`src/design/tc16_defines.svh`:
```
// Constants of the 16-bit timer core: offsets, fields, resets, counts.
// Assumes a single system clock and an 8-bit CPU I/O strobe bus.
`ifndef TC16_DEFINES_SVH
`define TC16_DEFINES_SVH
`define TC16_CNT_W      16
`define TC16_FILT_LEN   4
`define TC16_ADDR_CTL_A 4'h0
`define TC16_ADDR_CTL_B 4'h1
`define TC16_ADDR_CNT_L 4'h2
`define TC16_ADDR_CNT_H 4'h3
`define TC16_ADDR_CAP_L 4'h4
`define TC16_ADDR_CAP_H 4'h5
`define TC16_ADDR_CMP_L 4'h6
`define TC16_ADDR_CMP_H 4'h7
`define TC16_ADDR_IEN   4'h8
`define TC16_ADDR_IFLG  4'h9
`define TC16_ADDR_ACMP  4'hA
`define TC16_ADDR_LAST  4'hA
`define TC16_B_FILT     7
`define TC16_B_EDGE     6
`define TC16_B_WGMH     4
`define TC16_B_CS       2
`define TC16_I_CAP      5
`define TC16_I_OVF      0
`define TC16_A_SEL      2
`define TC16_RST_BYTE   8'h00
`define TC16_RST_WORD   16'h0000
`define TC16_FLOOR      16'h0000
`define TC16_MAX        16'hFFFF
`define TC16_TOP_8      16'h00FF
`define TC16_TOP_9      16'h01FF
`define TC16_TOP_10     16'h03FF
`endif

```
`src/design/tc16_pkg.sv`:
```
// Types and mode decoding of the 16-bit timer core.
// Assumes tc16_defines.svh on the include path.
`include "tc16_defines.svh"
package tc16_pkg;
	typedef logic [15:0] tc16_word_t;
	typedef enum logic [3:0] {
		TC16_M_NORMAL = 4'h0, TC16_M_PC8  = 4'h1, TC16_M_PC9    = 4'h2,
		TC16_M_PC10   = 4'h3, TC16_M_CTCA = 4'h4, TC16_M_FAST8  = 4'h5,
		TC16_M_FAST9  = 4'h6, TC16_M_FAST10 = 4'h7, TC16_M_PFCI = 4'h8,
		TC16_M_PFCA   = 4'h9, TC16_M_PCI  = 4'hA, TC16_M_PCA    = 4'hB,
		TC16_M_CTCI   = 4'hC, TC16_M_RSVD = 4'hD, TC16_M_FASTI  = 4'hE,
		TC16_M_FASTA  = 4'hF
	} tc16_mode_e;
	typedef enum logic [1:0] {
		TC16_UP   = 2'b01,
		TC16_DOWN = 2'b10
	} tc16_dir_e;

	// Up/down sequence modes
	function automatic logic is_dual(input tc16_mode_e m);
		return m inside {TC16_M_PC8, TC16_M_PC9, TC16_M_PC10, TC16_M_PFCI,
			TC16_M_PFCA, TC16_M_PCI, TC16_M_PCA};
	endfunction

	// Capture register defines the ceiling
	function automatic logic icr_top(input tc16_mode_e m);
		return m inside {TC16_M_PFCI, TC16_M_PCI, TC16_M_CTCI, TC16_M_FASTI};
	endfunction

	// Wrap flag at ceiling instead of at maximum
	function automatic logic wrap_top(input tc16_mode_e m);
		return m inside {TC16_M_FAST8, TC16_M_FAST9, TC16_M_FAST10,
			TC16_M_FASTI, TC16_M_FASTA};
	endfunction

	// Ceiling of the sequence
	function automatic tc16_word_t top_of(input tc16_mode_e m,
		input tc16_word_t cmpa, input tc16_word_t cap);
		tc16_word_t t;
		t = `TC16_MAX;
		case (m)
			TC16_M_PC8, TC16_M_FAST8:   t = `TC16_TOP_8;
			TC16_M_PC9, TC16_M_FAST9:   t = `TC16_TOP_9;
			TC16_M_PC10, TC16_M_FAST10: t = `TC16_TOP_10;
			TC16_M_CTCA, TC16_M_PFCA, TC16_M_PCA, TC16_M_FASTA: t = cmpa;
			TC16_M_PFCI, TC16_M_PCI, TC16_M_CTCI, TC16_M_FASTI: t = cap;
			default: t = `TC16_MAX;
		endcase
		return t;
	endfunction
endpackage

```
`src/design/tc16_cap_if.sv`:
```
// Carrier between the timer core and its capture input stage.
// Assumes both ends on clk_sys.
`timescale 1ns/1ps
`default_nettype none
interface tc16_cap_if;
	logic src_sel;
	logic filt_en;
	logic edge_sel;
	logic enable;
	logic evt;
	modport core  (output src_sel, filt_en, edge_sel, enable, input evt);
	modport capin (input src_sel, filt_en, edge_sel, enable, output evt);
endinterface // tc16_cap_if
`default_nettype wire

```
`src/design/tc16_capin.sv`:
```
// Capture input stage: synchronise, select, filter, detect edge.
// Assumes raw pin and comparator levels asynchronous to clk_sys.
`timescale 1ns/1ps
`default_nettype none
`include "tc16_defines.svh"
module tc16_capin import tc16_pkg::*; #(
	parameter int FILT_LEN = `TC16_FILT_LEN
) (
	// Clock and reset
	input wire logic clk_sys,
	input wire logic arst_n,
	// Raw trigger sources
	input wire logic cap_pin,
	input wire logic cmp_out,
	// Core side
	tc16_cap_if.capin cap
);
	initial begin
		if (FILT_LEN < 2) $error("FILT_LEN below 2");
	end

	logic [1:0]          pin_sync_q;
	logic [1:0]          cmp_sync_q;
	logic [FILT_LEN-2:0] hist_q;
	logic                filt_q;
	logic                prev_q;
	logic                src;
	logic                det;
	logic                agree;

	// Two-stage synchronisers
	always_ff @(posedge clk_sys or negedge arst_n) begin
		if (!arst_n) begin
			pin_sync_q <= 2'h0;
			cmp_sync_q <= 2'h0;
		end else begin
			pin_sync_q <= {pin_sync_q[0], cap_pin};
			cmp_sync_q <= {cmp_sync_q[0], cmp_out};
		end
	end

	assign src   = cap.src_sel ? cmp_sync_q[1] : pin_sync_q[1];
	assign agree = (&{hist_q, src}) | ~(|{hist_q, src});

	// Four-sample filter
	always_ff @(posedge clk_sys or negedge arst_n) begin
		if (!arst_n) begin
			hist_q <= '0;
			filt_q <= 1'b0;
		end else begin
			hist_q <= {hist_q[FILT_LEN-3:0], src};
			if (agree) filt_q <= src;
		end
	end

	assign det = cap.filt_en ? filt_q : src;

	always_ff @(posedge clk_sys or negedge arst_n) begin
		if (!arst_n) prev_q <= 1'b0;
		else prev_q <= det;
	end

	assign cap.evt = cap.enable
		&& (cap.edge_sel ? (det && !prev_q) : (!det && prev_q));
endmodule // tc16_capin
`default_nettype wire

```
`src/design/tc16_core.sv`:
```
// Top of the 16-bit timer core: counter, capture, CPU byte access.
// Assumes one-cycle read and write strobes, tick pulses on clk_sys.
`timescale 1ns/1ps
`default_nettype none
`include "tc16_defines.svh"
module tc16_core import tc16_pkg::*; #(
	parameter int CNT_W = `TC16_CNT_W
) (
	// Clock and reset
	input  wire logic       clk_sys,
	input  wire logic       arst_n,
	// CPU I/O bus
	input  wire logic [3:0] bus_addr,
	input  wire logic       bus_wr,
	input  wire logic       bus_rd,
	input  wire logic [7:0] bus_wdata,
	output var  logic [7:0] bus_rdata_q,
	// Prescaler tick
	input  wire logic       tick_in,
	// Capture sources
	input  wire logic       cap_pin,
	input  wire logic       cmp_out,
	// Interrupt requests and acknowledge
	input  wire logic       cap_irq_ack,
	output var  logic       ovf_irq_q,
	output var  logic       cap_irq_q,
	// Sequence indications
	output var  logic       count_top_q,
	output var  logic       count_floor_q
);
	initial begin
		if (CNT_W != 16) $error("CNT_W must be 16");
	end

	tc16_cap_if cap_if ();

	tc16_mode_e  wgm_q;
	logic [2:0]  cs_q;
	logic        filt_en_q;
	logic        edge_sel_q;
	logic        acmp_sel_q;
	logic        ovf_en_q;
	logic        cap_en_q;
	logic        ovf_flag_q;
	logic        cap_flag_q;
	logic [7:0]  temp_q;
	tc16_word_t  count_q;
	tc16_word_t  cap_q;
	tc16_word_t  cmpa_q;
	tc16_dir_e   dir_q;

	tc16_word_t  cnt_d;
	tc16_dir_e   dir_d;
	tc16_word_t  top;
	logic        tick;
	logic        wrap;
	logic [10:0] hit;
	logic        wr_cnt_l;
	logic        wr_cap_l;
	logic        rd_cnt_l;
	logic        rd_cap_l;
	logic        wr_iflg;
	logic        cap_evt;

	// Address decode
	always_comb begin
		if (bus_addr <= `TC16_ADDR_LAST) begin
			hit = 11'(11'h001 << bus_addr);
		end else begin
			hit = 11'h000;
		end
	end

	assign wr_cnt_l = bus_wr && hit[`TC16_ADDR_CNT_L];
	assign wr_cap_l = bus_wr && hit[`TC16_ADDR_CAP_L] && icr_top(wgm_q);
	assign rd_cnt_l = bus_rd && hit[`TC16_ADDR_CNT_L];
	assign rd_cap_l = bus_rd && hit[`TC16_ADDR_CAP_L];
	assign wr_iflg  = bus_wr && hit[`TC16_ADDR_IFLG];

	// Configuration registers
	always_ff @(posedge clk_sys or negedge arst_n) begin
		if (!arst_n) begin
			wgm_q      <= TC16_M_NORMAL;
			cs_q       <= 3'h0;
			filt_en_q  <= 1'b0;
			edge_sel_q <= 1'b0;
			acmp_sel_q <= 1'b0;
			ovf_en_q   <= 1'b0;
			cap_en_q   <= 1'b0;
		end else if (bus_wr) begin
			if (hit[`TC16_ADDR_CTL_A]) begin
				wgm_q <= tc16_mode_e'({wgm_q[3:2], bus_wdata[1:0]});
			end else if (hit[`TC16_ADDR_CTL_B]) begin
				filt_en_q  <= bus_wdata[`TC16_B_FILT];
				edge_sel_q <= bus_wdata[`TC16_B_EDGE];
				wgm_q      <= tc16_mode_e'({bus_wdata[`TC16_B_WGMH -: 2],
					wgm_q[1:0]});
				cs_q       <= bus_wdata[`TC16_B_CS -: 3];
			end else if (hit[`TC16_ADDR_IEN]) begin
				ovf_en_q <= bus_wdata[`TC16_I_OVF];
				cap_en_q <= bus_wdata[`TC16_I_CAP];
			end else if (hit[`TC16_ADDR_ACMP]) begin
				acmp_sel_q <= bus_wdata[`TC16_A_SEL];
			end
		end
	end

	assign cap_if.src_sel  = acmp_sel_q;
	assign cap_if.filt_en  = filt_en_q;
	assign cap_if.edge_sel = edge_sel_q;
	assign cap_if.enable   = !icr_top(wgm_q);
	assign cap_evt         = cap_if.evt;

	tc16_capin u_capin (
		.clk_sys (clk_sys),
		.arst_n  (arst_n),
		.cap_pin (cap_pin),
		.cmp_out (cmp_out),
		.cap     (cap_if.capin)
	);

	// Shared high-byte holding register
	always_ff @(posedge clk_sys or negedge arst_n) begin
		if (!arst_n) begin
			temp_q <= `TC16_RST_BYTE;
		end else if (bus_wr && (hit[`TC16_ADDR_CNT_H]
			|| hit[`TC16_ADDR_CAP_H] || hit[`TC16_ADDR_CMP_H])) begin
			temp_q <= bus_wdata;
		end else if (rd_cnt_l) begin
			temp_q <= count_q[15:8];
		end else if (rd_cap_l) begin
			temp_q <= cap_q[15:8];
		end
	end

	// Next counter value
	always_comb begin
		top   = top_of(wgm_q, cmpa_q, cap_q);
		tick  = tick_in && (cs_q != 3'h0);
		cnt_d = count_q;
		dir_d = dir_q;
		wrap  = 1'b0;
		if (tick) begin
			if (is_dual(wgm_q)) begin
				if (dir_q == TC16_UP) begin
					if (count_q >= top) begin
						cnt_d = count_q - 16'h0001;
						dir_d = TC16_DOWN;
					end else begin
						cnt_d = count_q + 16'h0001;
					end
				end else begin
					if (count_q == `TC16_FLOOR) begin
						cnt_d = count_q + 16'h0001;
						dir_d = TC16_UP;
					end else begin
						cnt_d = count_q - 16'h0001;
					end
					wrap = (count_q == 16'h0001);
				end
			end else begin
				if (count_q == top) begin
					cnt_d = `TC16_FLOOR;
				end else begin
					cnt_d = count_q + 16'h0001;
				end
				if (wrap_top(wgm_q)) begin
					wrap = (count_q == top);
				end else begin
					wrap = (count_q == `TC16_MAX);
				end
			end
		end
		if (wr_cnt_l) begin
			cnt_d = {temp_q, bus_wdata};
		end
	end

	always_ff @(posedge clk_sys or negedge arst_n) begin
		if (!arst_n) begin
			count_q <= `TC16_RST_WORD;
			dir_q   <= TC16_UP;
		end else begin
			count_q <= cnt_d;
			dir_q   <= dir_d;
		end
	end

	// Compare A word
	always_ff @(posedge clk_sys or negedge arst_n) begin
		if (!arst_n) begin
			cmpa_q <= `TC16_RST_WORD;
		end else if (bus_wr && hit[`TC16_ADDR_CMP_L]) begin
			cmpa_q <= {temp_q, bus_wdata};
		end
	end

	// Capture word and flag
	always_ff @(posedge clk_sys or negedge arst_n) begin
		if (!arst_n) begin
			cap_q <= `TC16_RST_WORD;
		end else if (cap_evt) begin
			cap_q <= count_q;
		end else if (wr_cap_l) begin
			cap_q <= {temp_q, bus_wdata};
		end
	end

	always_ff @(posedge clk_sys or negedge arst_n) begin
		if (!arst_n) begin
			cap_flag_q <= 1'b0;
		end else if (cap_evt) begin
			cap_flag_q <= 1'b1;
		end else if (cap_irq_ack || (wr_iflg && bus_wdata[`TC16_I_CAP])) begin
			cap_flag_q <= 1'b0;
		end
	end

	// Wrap flag
	always_ff @(posedge clk_sys or negedge arst_n) begin
		if (!arst_n) begin
			ovf_flag_q <= 1'b0;
		end else if (wrap && !wr_cnt_l) begin
			ovf_flag_q <= 1'b1;
		end else if (wr_iflg && bus_wdata[`TC16_I_OVF]) begin
			ovf_flag_q <= 1'b0;
		end
	end

	// Interrupt requests and indications
	always_ff @(posedge clk_sys or negedge arst_n) begin
		if (!arst_n) begin
			ovf_irq_q     <= 1'b0;
			cap_irq_q     <= 1'b0;
			count_top_q   <= 1'b0;
			count_floor_q <= 1'b1;
		end else begin
			ovf_irq_q     <= ovf_flag_q && ovf_en_q;
			cap_irq_q     <= cap_flag_q && cap_en_q;
			count_top_q   <= (cnt_d == top);
			count_floor_q <= (cnt_d == `TC16_FLOOR);
		end
	end

	// Read data
	always_ff @(posedge clk_sys or negedge arst_n) begin
		if (!arst_n) begin
			bus_rdata_q <= `TC16_RST_BYTE;
		end else if (bus_rd) begin
			if (hit[`TC16_ADDR_CTL_A]) begin
				bus_rdata_q <= {6'h00, wgm_q[1:0]};
			end else if (hit[`TC16_ADDR_CTL_B]) begin
				bus_rdata_q <= {filt_en_q, edge_sel_q, 1'b0, wgm_q[3:2], cs_q};
			end else if (hit[`TC16_ADDR_CNT_L]) begin
				bus_rdata_q <= count_q[7:0];
			end else if (hit[`TC16_ADDR_CNT_H] || hit[`TC16_ADDR_CAP_H]) begin
				bus_rdata_q <= temp_q;
			end else if (hit[`TC16_ADDR_CAP_L]) begin
				bus_rdata_q <= cap_q[7:0];
			end else if (hit[`TC16_ADDR_CMP_L]) begin
				bus_rdata_q <= cmpa_q[7:0];
			end else if (hit[`TC16_ADDR_CMP_H]) begin
				bus_rdata_q <= cmpa_q[15:8];
			end else if (hit[`TC16_ADDR_IEN]) begin
				bus_rdata_q <= {2'h0, cap_en_q, 4'h0, ovf_en_q};
			end else if (hit[`TC16_ADDR_IFLG]) begin
				bus_rdata_q <= {2'h0, cap_flag_q, 4'h0, ovf_flag_q};
			end else if (hit[`TC16_ADDR_ACMP]) begin
				bus_rdata_q <= {5'h00, acmp_sel_q, 2'h0};
			end else begin
				bus_rdata_q <= 8'h00;
			end
		end
	end
endmodule // tc16_core
`default_nettype wire

```
`config.mk`:
```
export PLATFORM = sky130hd
export DESIGN_NAME = tc16_core
export DESIGN_NICKNAME = d
export VERILOG_FILES = /design/src/design/tc16_pkg.sv /design/src/design/tc16_cap_if.sv /design/src/design/tc16_capin.sv /design/src/design/tc16_core.sv
export VERILOG_INCLUDE_DIRS = /design/src /design/src/design
export SDC_FILE = /design/constraint.sdc
export NUM_CORES = 1
export LEC_CHECK = 0
export ABC_AREA = 1
export BUFFER_PORTS_ARGS = -buffer_cell sky130_fd_sc_hd__buf_2
export CORE_ASPECT_RATIO = 2
export CORE_MARGIN = 1.5
export CORE_UTILIZATION = 55
export DETAILED_ROUTE_END_ITERATION = 7
export GPL_TIMING_DRIVEN = 0
export PLACE_DENSITY = 0.84
export SLEW_MARGIN = 20
export SYNTH_ARGS = -nofsm -noshare
export SYNTH_HDL_FRONTEND = slang
export SYNTH_HIERARCHICAL = 1
export SYNTH_SLANG_ARGS = --single-unit
```
`constraint.sdc`:
```
create_clock -name clk_sys -period 3.7 [get_ports clk_sys]
set_clock_uncertainty 0.1 [all_clocks]
set_input_delay 0.185 -clock clk_sys [delete_from_list [all_inputs] [get_ports clk_sys]]
set_output_delay 0.185 -clock clk_sys [all_outputs]
set_load 0.01 [all_outputs]
```
==> results of run 1 <==
[worst max-delay path: stages, from the launching register on]
cell,delay [ns]
sky130_fd_sc_hd__dfrtp_2,0.47
sky130_fd_sc_hd__inv_2,0.09
sky130_fd_sc_hd__o21ai_2,0.07
sky130_fd_sc_hd__nand2_1,0.12
sky130_fd_sc_hd__clkinv_4,0.11
sky130_fd_sc_hd__nor2_4,0.13
sky130_fd_sc_hd__buf_12,0.16
sky130_fd_sc_hd__a221oi_4,0.05
sky130_fd_sc_hd__ha_1,0.31
sky130_fd_sc_hd__nand2_1,0.09
sky130_fd_sc_hd__nor2_4,0.14
sky130_fd_sc_hd__nand3_4,0.11
sky130_fd_sc_hd__o21ai_2,0.16
sky130_fd_sc_hd__nor2_2,0.07
sky130_fd_sc_hd__nand2_4,0.09
sky130_fd_sc_hd__nand3_4,0.15
sky130_fd_sc_hd__buf_12,0.19
sky130_fd_sc_hd__inv_4,0.09
sky130_fd_sc_hd__nand2_1,0.06
sky130_fd_sc_hd__nand3_1,0.07
sky130_fd_sc_hd__nand2_1,0.09
sky130_fd_sc_hd__o211ai_1,0.12
sky130_fd_sc_hd__nand2_1,0.09
sky130_fd_sc_hd__nor2_1,0.11
sky130_fd_sc_hd__nand3b_1,0.11
sky130_fd_sc_hd__nor2_2,0.19
[metal layers]
layer	up-vias	routed length (um)	share of wire [%]
met1	3236	8240	32
li1	3252	-	-
met4	0	3150	12
met3	189	1960	7.7
met2	461	12200	48
met5	-	0	0
[cell families after synthesis]
family,count (synthesis),synth area share (%)
compound gates,181,16.8
xor+xnor,18,2.35
fa+ha+maj,20,3.73
buf+inv,172,11.0
flops,93,34.7
simple gates,452,31.5
[state kept, by name (all words and copies together), names as in the netlist, 2 cells and up]
| register | flops |
|---|---|
| u_capin/cmp_sync_q | 2 |
| cap_q | 16 |
| temp_q | 8 |
| u_capin/pin_sync_q | 2 |
| bus_rdata_q | 8 |
| cmpa_q | 16 |
| dir_q | 2 |
| count_q | 16 |
| cs_q | 3 |
| wgm_q | 4 |
| u_capin/hist_q | 3 |
[worst paths after layout]
| path | endpoint | depth (start not counted) |
|---|---|---|
| max | count_top_q | 25 |
| min | cap_flag_q | 3 |
| max reg2reg | count_top_q | 25 |
| min reg2reg | u_capin/pin_sync_q[1] | 0 |
| max in group asynchronous | count_floor_q | 3 |
| min in group asynchronous | count_top_q | 2 |
[layout make-up]
type | count | area [um2]
flip-flops and latches | 93 | 2330
fillers | 1060 | 3960
repair buffers | 72 | 577
inverters | 139 | 534
clock buffers | 10 | 229
multi-input cells | 671 | 3950
clock inverters | 6 | 56.3
plain buffers | 32 | 221
well taps | 147 | 184
[power groups by stage]
stage               sequential [W]  clock [W]  combinational (W)
finish                     0.00175   0.000929            0.00358
global route               0.00177   0.000958            0.00389
CTS                        0.00170   0.000917            0.00323
detailed placement         0.00171          0            0.00293
global placement           0.00170          0            0.00288
floorplan                  0.00159          0            0.00213
[cells in the final DEF, fill, tap and decap left out, types with 3 or more instances in the layout]
master and instances:
sky130_fd_sc_hd__nor3_1 5, sky130_fd_sc_hd__nand4_1 17, sky130_fd_sc_hd__nand2_4 5, sky130_fd_sc_hd__o2111ai_1 4, sky130_fd_sc_hd__o21ai_2 5, sky130_fd_sc_hd__clkbuf_16 9
sky130_fd_sc_hd__buf_6 10, sky130_fd_sc_hd__o22ai_1 7, sky130_fd_sc_hd__nor4_1 3, sky130_fd_sc_hd__nor3_4 3, sky130_fd_sc_hd__clkbuf_1 13, sky130_fd_sc_hd__a221oi_4 4
sky130_fd_sc_hd__xor2_1 18, sky130_fd_sc_hd__a31oi_1 5, sky130_fd_sc_hd__clkinv_4 3, sky130_fd_sc_hd__inv_4 3, sky130_fd_sc_hd__ha_4 5, sky130_fd_sc_hd__dfrtp_1 88
sky130_fd_sc_hd__buf_4 35, sky130_fd_sc_hd__buf_16 3, sky130_fd_sc_hd__o211ai_1 23, sky130_fd_sc_hd__inv_2 26, sky130_fd_sc_hd__nor2_2 14, sky130_fd_sc_hd__nand2_2 21
sky130_fd_sc_hd__nand3_2 16, sky130_fd_sc_hd__nand3_1 60, sky130_fd_sc_hd__nand2_1 231, sky130_fd_sc_hd__nor2_4 11, sky130_fd_sc_hd__buf_8 3, sky130_fd_sc_hd__inv_1 108
sky130_fd_sc_hd__ha_1 15, sky130_fd_sc_hd__nor2_1 53, sky130_fd_sc_hd__dlygate4sd3_1 3, sky130_fd_sc_hd__o21ai_0 93, sky130_fd_sc_hd__buf_2 36, sky130_fd_sc_hd__dfrtp_2 3
sky130_fd_sc_hd__a21oi_1 19
[repair_timing]
| item | 4_1_cts | 5_1_grt |
|---|---|---|
| buffers inserted | 23 | 12 |
| endpoints found under the hold margin | 93 | 0 |
| hold buffers | 3 | 0 |
| cloned | 2 | 0 |
| gates resized for setup | 43 | 49 |
| setup endpoints to repair | 6 | 4 |
| pin swaps | 16 | 20 |
[stage by stage]
stage               worst slack (ns)  util [%]
detailed placement            -0.522      58.8
global placement              -0.509      58.5
finish                        0.0370      67.1
CTS                         0.000431      64.7
global route                  -0.178      67.1
floorplan                      0.541         -
==> results.txt, run 1 <==
The flow ran to the end, and the final reports show no timing, DRC or antenna violations. After floorplanning, the core was divided into 57 placement rows. STA classifies the critical path endpoint as a register.

The maximum number of pins on one net before global-route repair came out at 70. By area the synthesized netlist is led by sky130_fd_sc_hd__dfrtp_1 (34%), sky130_fd_sc_hd__nand2_1 (14%), sky130_fd_sc_hd__o21ai_0 (6.9%). The root buffer cell chosen for the clock tree is sky130_fd_sc_hd__clkbuf_16. The worst-path maximum fanout is 8.

The fraction of the yosys area taken by sequential cells is 34.7%. The data required time of the worst path is 3.86 ns. The clock network power share came out at 14.9%. The count of endpoints failing setup in the final report came out at 0.

The startpoint identified for the worst register-to-register timing path is wgm_q[3]. In the global route stage, overall resource usage came out at 41.7%. The number of antenna cells inserted came out at 0. The initial utilization of the core area, before any placement, comes to 55.7%. The net count of the finished layout is 1058. The number of ports placed on the die boundary came out at 32.

The switching part of the total is 49.8%. The post-placement cell count came out at 1115. The startpoint identified for the worst hold timing path is cap_irq_ack. The net count of the mapped netlist is 976. Clock latency on the worst-skew pair, taken at its later pin, is 0.35 ns.

The peak supply drop came out at 469 uV. The count of H-tree levels built during CTS is 3. The cell area after placement came out at 7090 um2. The met1 layer usage reported by global route is 41.1%. The number of standard cells in the layout, taps in and fillers out is 1170.

The layout overhead on the synthesized area came out at 20.4%. Setup repair after global routing could not meet its margin everywhere. The detailed router placed 7138 vias in this run. The share of power burned in registers is 28.0%. The clock net sink count is 93. The global-route wire length before repair is 38600 um.

The count of buffers inserted at the top-level ports is 31. Sorting the synthesized cells by how often they occur yields sky130_fd_sc_hd__nand2_1 (248), sky130_fd_sc_hd__inv_1 (119), sky130_fd_sc_hd__o21ai_0 (93), sky130_fd_sc_hd__dfrtp_1 (91), sky130_fd_sc_hd__nand3_1 (68). The remaining global-route overflow came out at 0. TritonCTS built the clock tree. The power per standard cell area came out at 773 nW/um2. The final cycle utilization of the critical path came out at 99.0%. The maximum clock frequency is 273 MHz.

Yosys instantiated no cell more often than sky130_fd_sc_hd__nand2_1. The register-to-register setup slack is 0.04 ns. The number of global-route vias before repair is 7086. After synthesis the netlist holds a flip-flop and latch count of 93. Internal power comes to 0.00314 W. The layer carrying the most global-route usage is met2.

For the pin with the worst max-slew slack, the measured transition is 1.12 ns. The worst setup path is launched from a register. The final weighted congestion in routability-driven placement came out at 1.00. The number of antenna violations at the first check in global routing is 0. The full die area is 12900 um2. The area of the core region is 12100 um2. The worst hold path belongs to the class in -> reg. The minimum clock period is 3.66 ns. The tightest hold margin is 0.0261 ns.

The number of maximum-capacitance violations is 0. The number of DRC markers in iteration 0 is 584. The number of hold violations in the final report was 0. In this run the worst setup path begins at wgm_q[3]. The global-route track usage on met2 is 66.5%. The post-route netlist has 23.7% of its cells at a drive strength greater than 1. The chip height came out at 159 um.

The average wire length per cell after detail routing is 21.9 um. The ratio of routed vias to standard cells is 6.10. The buffer levels on the longest clock path is 2. The sum of routed wire length over all layers is 25600 um. The static leakage power is 3.91 nW. The Yosys warning count is 6.

The final number of max-transition violations is 0. The synthesized design spends more area on one cell type than any other, namely sky130_fd_sc_hd__dfrtp_1. The netlist area before placement came out at 6720 um2. The arrival time at the worst endpoint is 3.82 ns. After synthesis, the share of flip-flops with an asynchronous set or reset is 100%. The setup path with the least slack is of type reg -> reg. The die outline width came out at 81.1 um.

The met3 track demand over resource in global routing is 11.5%. For this design the total switching power over the nets is 0.00312 W. The detailed-placement wirelength estimate came out at 18800 um. The final-layout setup total negative slack came out at 0 ns. The number of search-and-repair iterations in the first detailed-routing pass came out at 7. For this run, the leading register cell type out of synthesis is sky130_fd_sc_hd__dfrtp_1. The number of different library cells in the post-synthesis netlist came out at 56.

The number of clock buffers inserted by TritonCTS came out at 9. After synthesis, the largest area contributor takes up 33.9% of total cell area. The DRC violations left is 0. The number of synthesized flops with an enable pin came out at 0. The clock-pin slew on the worst setup and hold paths is 0.08 ns. The headroom to the max-slew limit came out at 25.2%. The proportion of power drawn by combinational gates is 57.2%. Counting every instance in the synthesized netlist gives 936. The mean post-synth cell area is 7.18 um2. The total design power came out at 0.00626 W. The total non-filler cell area in the finished layout came out at 8090 um2. The number of routed nets with antenna violations came out at 0.
No activity file was read; power rests on OpenSTA's default activity.
==> run 2: changes to the inputs <==
Settings changed: REMOVE_ABC_BUFFERS set to 1.
==> run 2 against run 1 <==
The flow now finishes with violations (setup timing). Via count up 2.9%. Die area unchanged. Clock power down 5.0%. First-iteration DRC count up 52%. Combinational power down 4%. Cell area down 0.85%. Critical path type unchanged.
==> results.txt, run 2 (synthesis results as in run 1) <==
The flow ran to the end, but the final reports show violations. The checks that failed: setup timing. The average wire length per cell after detail routing is 22.3 um (+1.9%). The final cell utilization of the core is 66.5% (-0.57 points). The global-route wire length before repair came to 36500 um (-5.6%).

The number of antenna cells inserted came out at 0 (unchanged). The count of buffers inserted at the top-level ports came out at 31 (unchanged). TritonCTS built the clock tree. The remaining global-route overflow came to 0 (unchanged). The maximum clock frequency is 257 MHz (-5.8%). The worst min-delay path category is in -> reg. The worst register-to-register path begins at wgm_q[0]. The chip height is 159 um (unchanged). The starting density of the core is 55.7% (unchanged). The maximum number of pins on one net before global-route repair is 52 (-26%). The tightest hold margin is 0.0218 ns (-0.00430 ns). The final weighted congestion in routability-driven placement came out at 1.00 (+0.24%). The clock-pin slew on the worst setup and hold paths came to 0.07 ns (about the same). The post-placement cell count is 1083 (-2.9%). The minimum clock period is 3.89 ns (+0.224 ns).

The count of fill cells added during filler insertion is 924 (-13%). The number of maximum-capacitance violations is 0 (unchanged). The area of the core region is 12100 um2 (unchanged). The sum of routed wire length over all layers is 25400 um (-0.60%). STA classifies the critical path startpoint as a register. The arrival time at the worst endpoint came out at 4.06 ns (+0.24 ns). The layout overhead on the synthesized area came out at 19.4%. The final cycle utilization of the critical path came out at 105% (+6.0 points). The area occupied by multi-input gates came out at 4050 um2 (+2.4%). The end of the worst hold path is bus_rdata_q[0].

The layout cell share with drive strength beyond 1 is 22.7% (-0.92 points). The data required time of the worst path came out at 3.88 ns (+0.02 ns). The headroom to the max-slew limit came to 28.6% (+3.5 points). The number of antenna violations at the first check in global routing is 0 (unchanged). The type of the setup path with the least slack is reg -> reg. The static leakage power is 3.83 nW (-2.1%). The die outline width was 81.1 um (unchanged). The number of clock buffers inserted by TritonCTS came out at 9 (unchanged).

The register area came out at 2330 um2 (about the same). For this design, the slowest cell found on the critical path is sky130_fd_sc_hd__dfrtp_2. In this run the worst setup path begins at wgm_q[0]. The number of hold violations in the final report came to 0 (unchanged). The number of search-and-repair iterations in the first detailed-routing pass was 5 (-2). The worst register-to-register path ends at count_top_q. The top cell types in the final layout, fill and taps aside, are sky130_fd_sc_hd__nand2_1 (229), sky130_fd_sc_hd__inv_1 (112), sky130_fd_sc_hd__o21ai_0 (93). By instance count, the cell type seen most on the critical path is sky130_fd_sc_hd__nand2_1. The library cell used most frequently in the layout, excluding fill and tap cells, is sky130_fd_sc_hd__nand2_1. The cell depth of the worst min-delay path is 2 (-1). The tree is rooted in a sky130_fd_sc_hd__clkbuf_16. The slew of the pin with the lowest slew margin came to 1.07 ns (-0.0490 ns). The number of DRC markers in iteration 0 came out at 888 (+52%). The register-to-register setup slack is -0.19 ns (-0.22 ns).

The number of global-route vias before repair is 6810 (-3.9%). The number of standard cells in the layout, taps in and fillers out is 1141 (-2.5%). The number of ports placed on the die boundary was 32 (unchanged). The power per standard cell area was 770 nW/um2 (-0.46%).

The signal on the critical path passes through inv_4, nand2_8, clkinvlp_4, clkbuf_16, a221oi_4, ha_1, buf_4, nand3_1, a21boi_2, nor2_2, nand2_4, nand3_4, buf_6, nand2_1, nand3_1, nand2_1, nand2_1, nand2_1, nand2_1, nand3_1, nor2_2, nand3_1, nor2_2. The buffer levels on the longest clock path is 2 (unchanged). The ratio of routed vias to standard cells is 6.44 (+5.5%). The number of nets at the end of the flow is 1029 (-2.7%). The worst setup path is captured at a register. The total number of vias came out at 7343 (+2.9%). Setup repair after global routing could not meet its margin everywhere. The largest registers in the layout are cap_q (16), cmpa_q (16), count_q (16). The number of cells on the worst reg-to-reg path came out at 23 (-8.0%).

The global router's overall resource usage is 38.6% (-3.1 points). The worst-skew pair later-pin latency was 0.35 ns (about the same). The count of H-tree levels built during CTS is 3 (unchanged). The worst hold path begins at bus_rd.

The number of placement rows came to 57 (unchanged). The final number of max-transition violations is 0 (unchanged). The count of endpoints failing setup in the final report came out at 2 (+2).

The peak supply drop came to 477 uV (+1.7%). The full die area is 12900 um2 (unchanged). The number of routed nets with antenna violations was 0 (unchanged). The detailed-placement wirelength estimate is 17100 um (-9.1%). The DRC violations left came out at 0 (unchanged). The final worst setup slack came out at -0.187 ns (-0.224 ns). The worst-path maximum fanout came out at 6 (-2). The highest cell delay on the worst timing path is 0.44 ns (-0.03 ns). The clock net sink count was 93 (unchanged).
run 2: final cells by class:
| cell class | count | share of cell area (%) |
|---|---|---|
| clock buffers | 11 | 3.03 |
| multi-input cells | 672 | 50.5 |
| flip-flops and latches | 93 | 29.1 |
| inverters | 139 | 6.74 |
| well taps | 147 | 2.29 |
| clock inverters | 5 | 0.437 |
| repair buffers | 74 | 7.89 |
run 2: what timing repair did:
action / CTS / global route
endpoints found under the hold margin: 51 / 0
pin swaps: 11 / 38
resized for setup: 32 / 58
hold buffers: 3 / 0
setup buffers: 14 / 22
cloned: 1 / 2
endpoints found under the setup margin: 16 / 2
run 2: worst max-delay path, delay by kind of cell (launching register included):
| kind | cells | cell delay [ns] |
|---|---|---|
| compound gates | 2 | 0.44 |
| flops | 1 | 0.44 |
| simple gates | 15 | 1.66 |
| buf+inv | 5 | 0.83 |
| fa+ha+maj | 1 | 0.32 |
run 2: metal layers:
layer	track usage [%]	share of wire [%]
met5	0	0
met4	34.4	13
met3	7.11	8.8
met2	63.7	48
met1	39.7	30
run 2: worst max-delay path by stage:
stage,end,cells after the start
3_5_place_dp,count_floor_q,23
2_1_floorplan,count_floor_q,20
3_3_place_gp,count_floor_q,23
5_1_grt,count_top_q,23
4_1_cts,count_top_q,21
6_report,count_top_q,23
run 2: power breakdown:
group          total [W]  switching (W)  internal [W]
registers        0.00186       0.000508       0.00135
clock network   0.000883       0.000408      0.000476
logic            0.00343        0.00217       0.00126
total            0.00617        0.00308       0.00309
run 2: stage by stage:
stage | setup TNS, ns | worst slack [ns] | instance area (um2) | power (W)
6_report | -0.307 | -0.187 | 8020 | 0.00617
5_1_grt | -0.454 | -0.272 | 8020 | 0.00650
4_1_cts | 0 | 0.000870 | 7540 | 0.00557
3_5_place_dp | -3.04 | -0.835 | 6910 | 0.00444
3_3_place_gp | -5.31 | -0.768 | 6840 | 0.00433
2_1_floorplan | 0 | 0.475 | 6500 | 0.00360
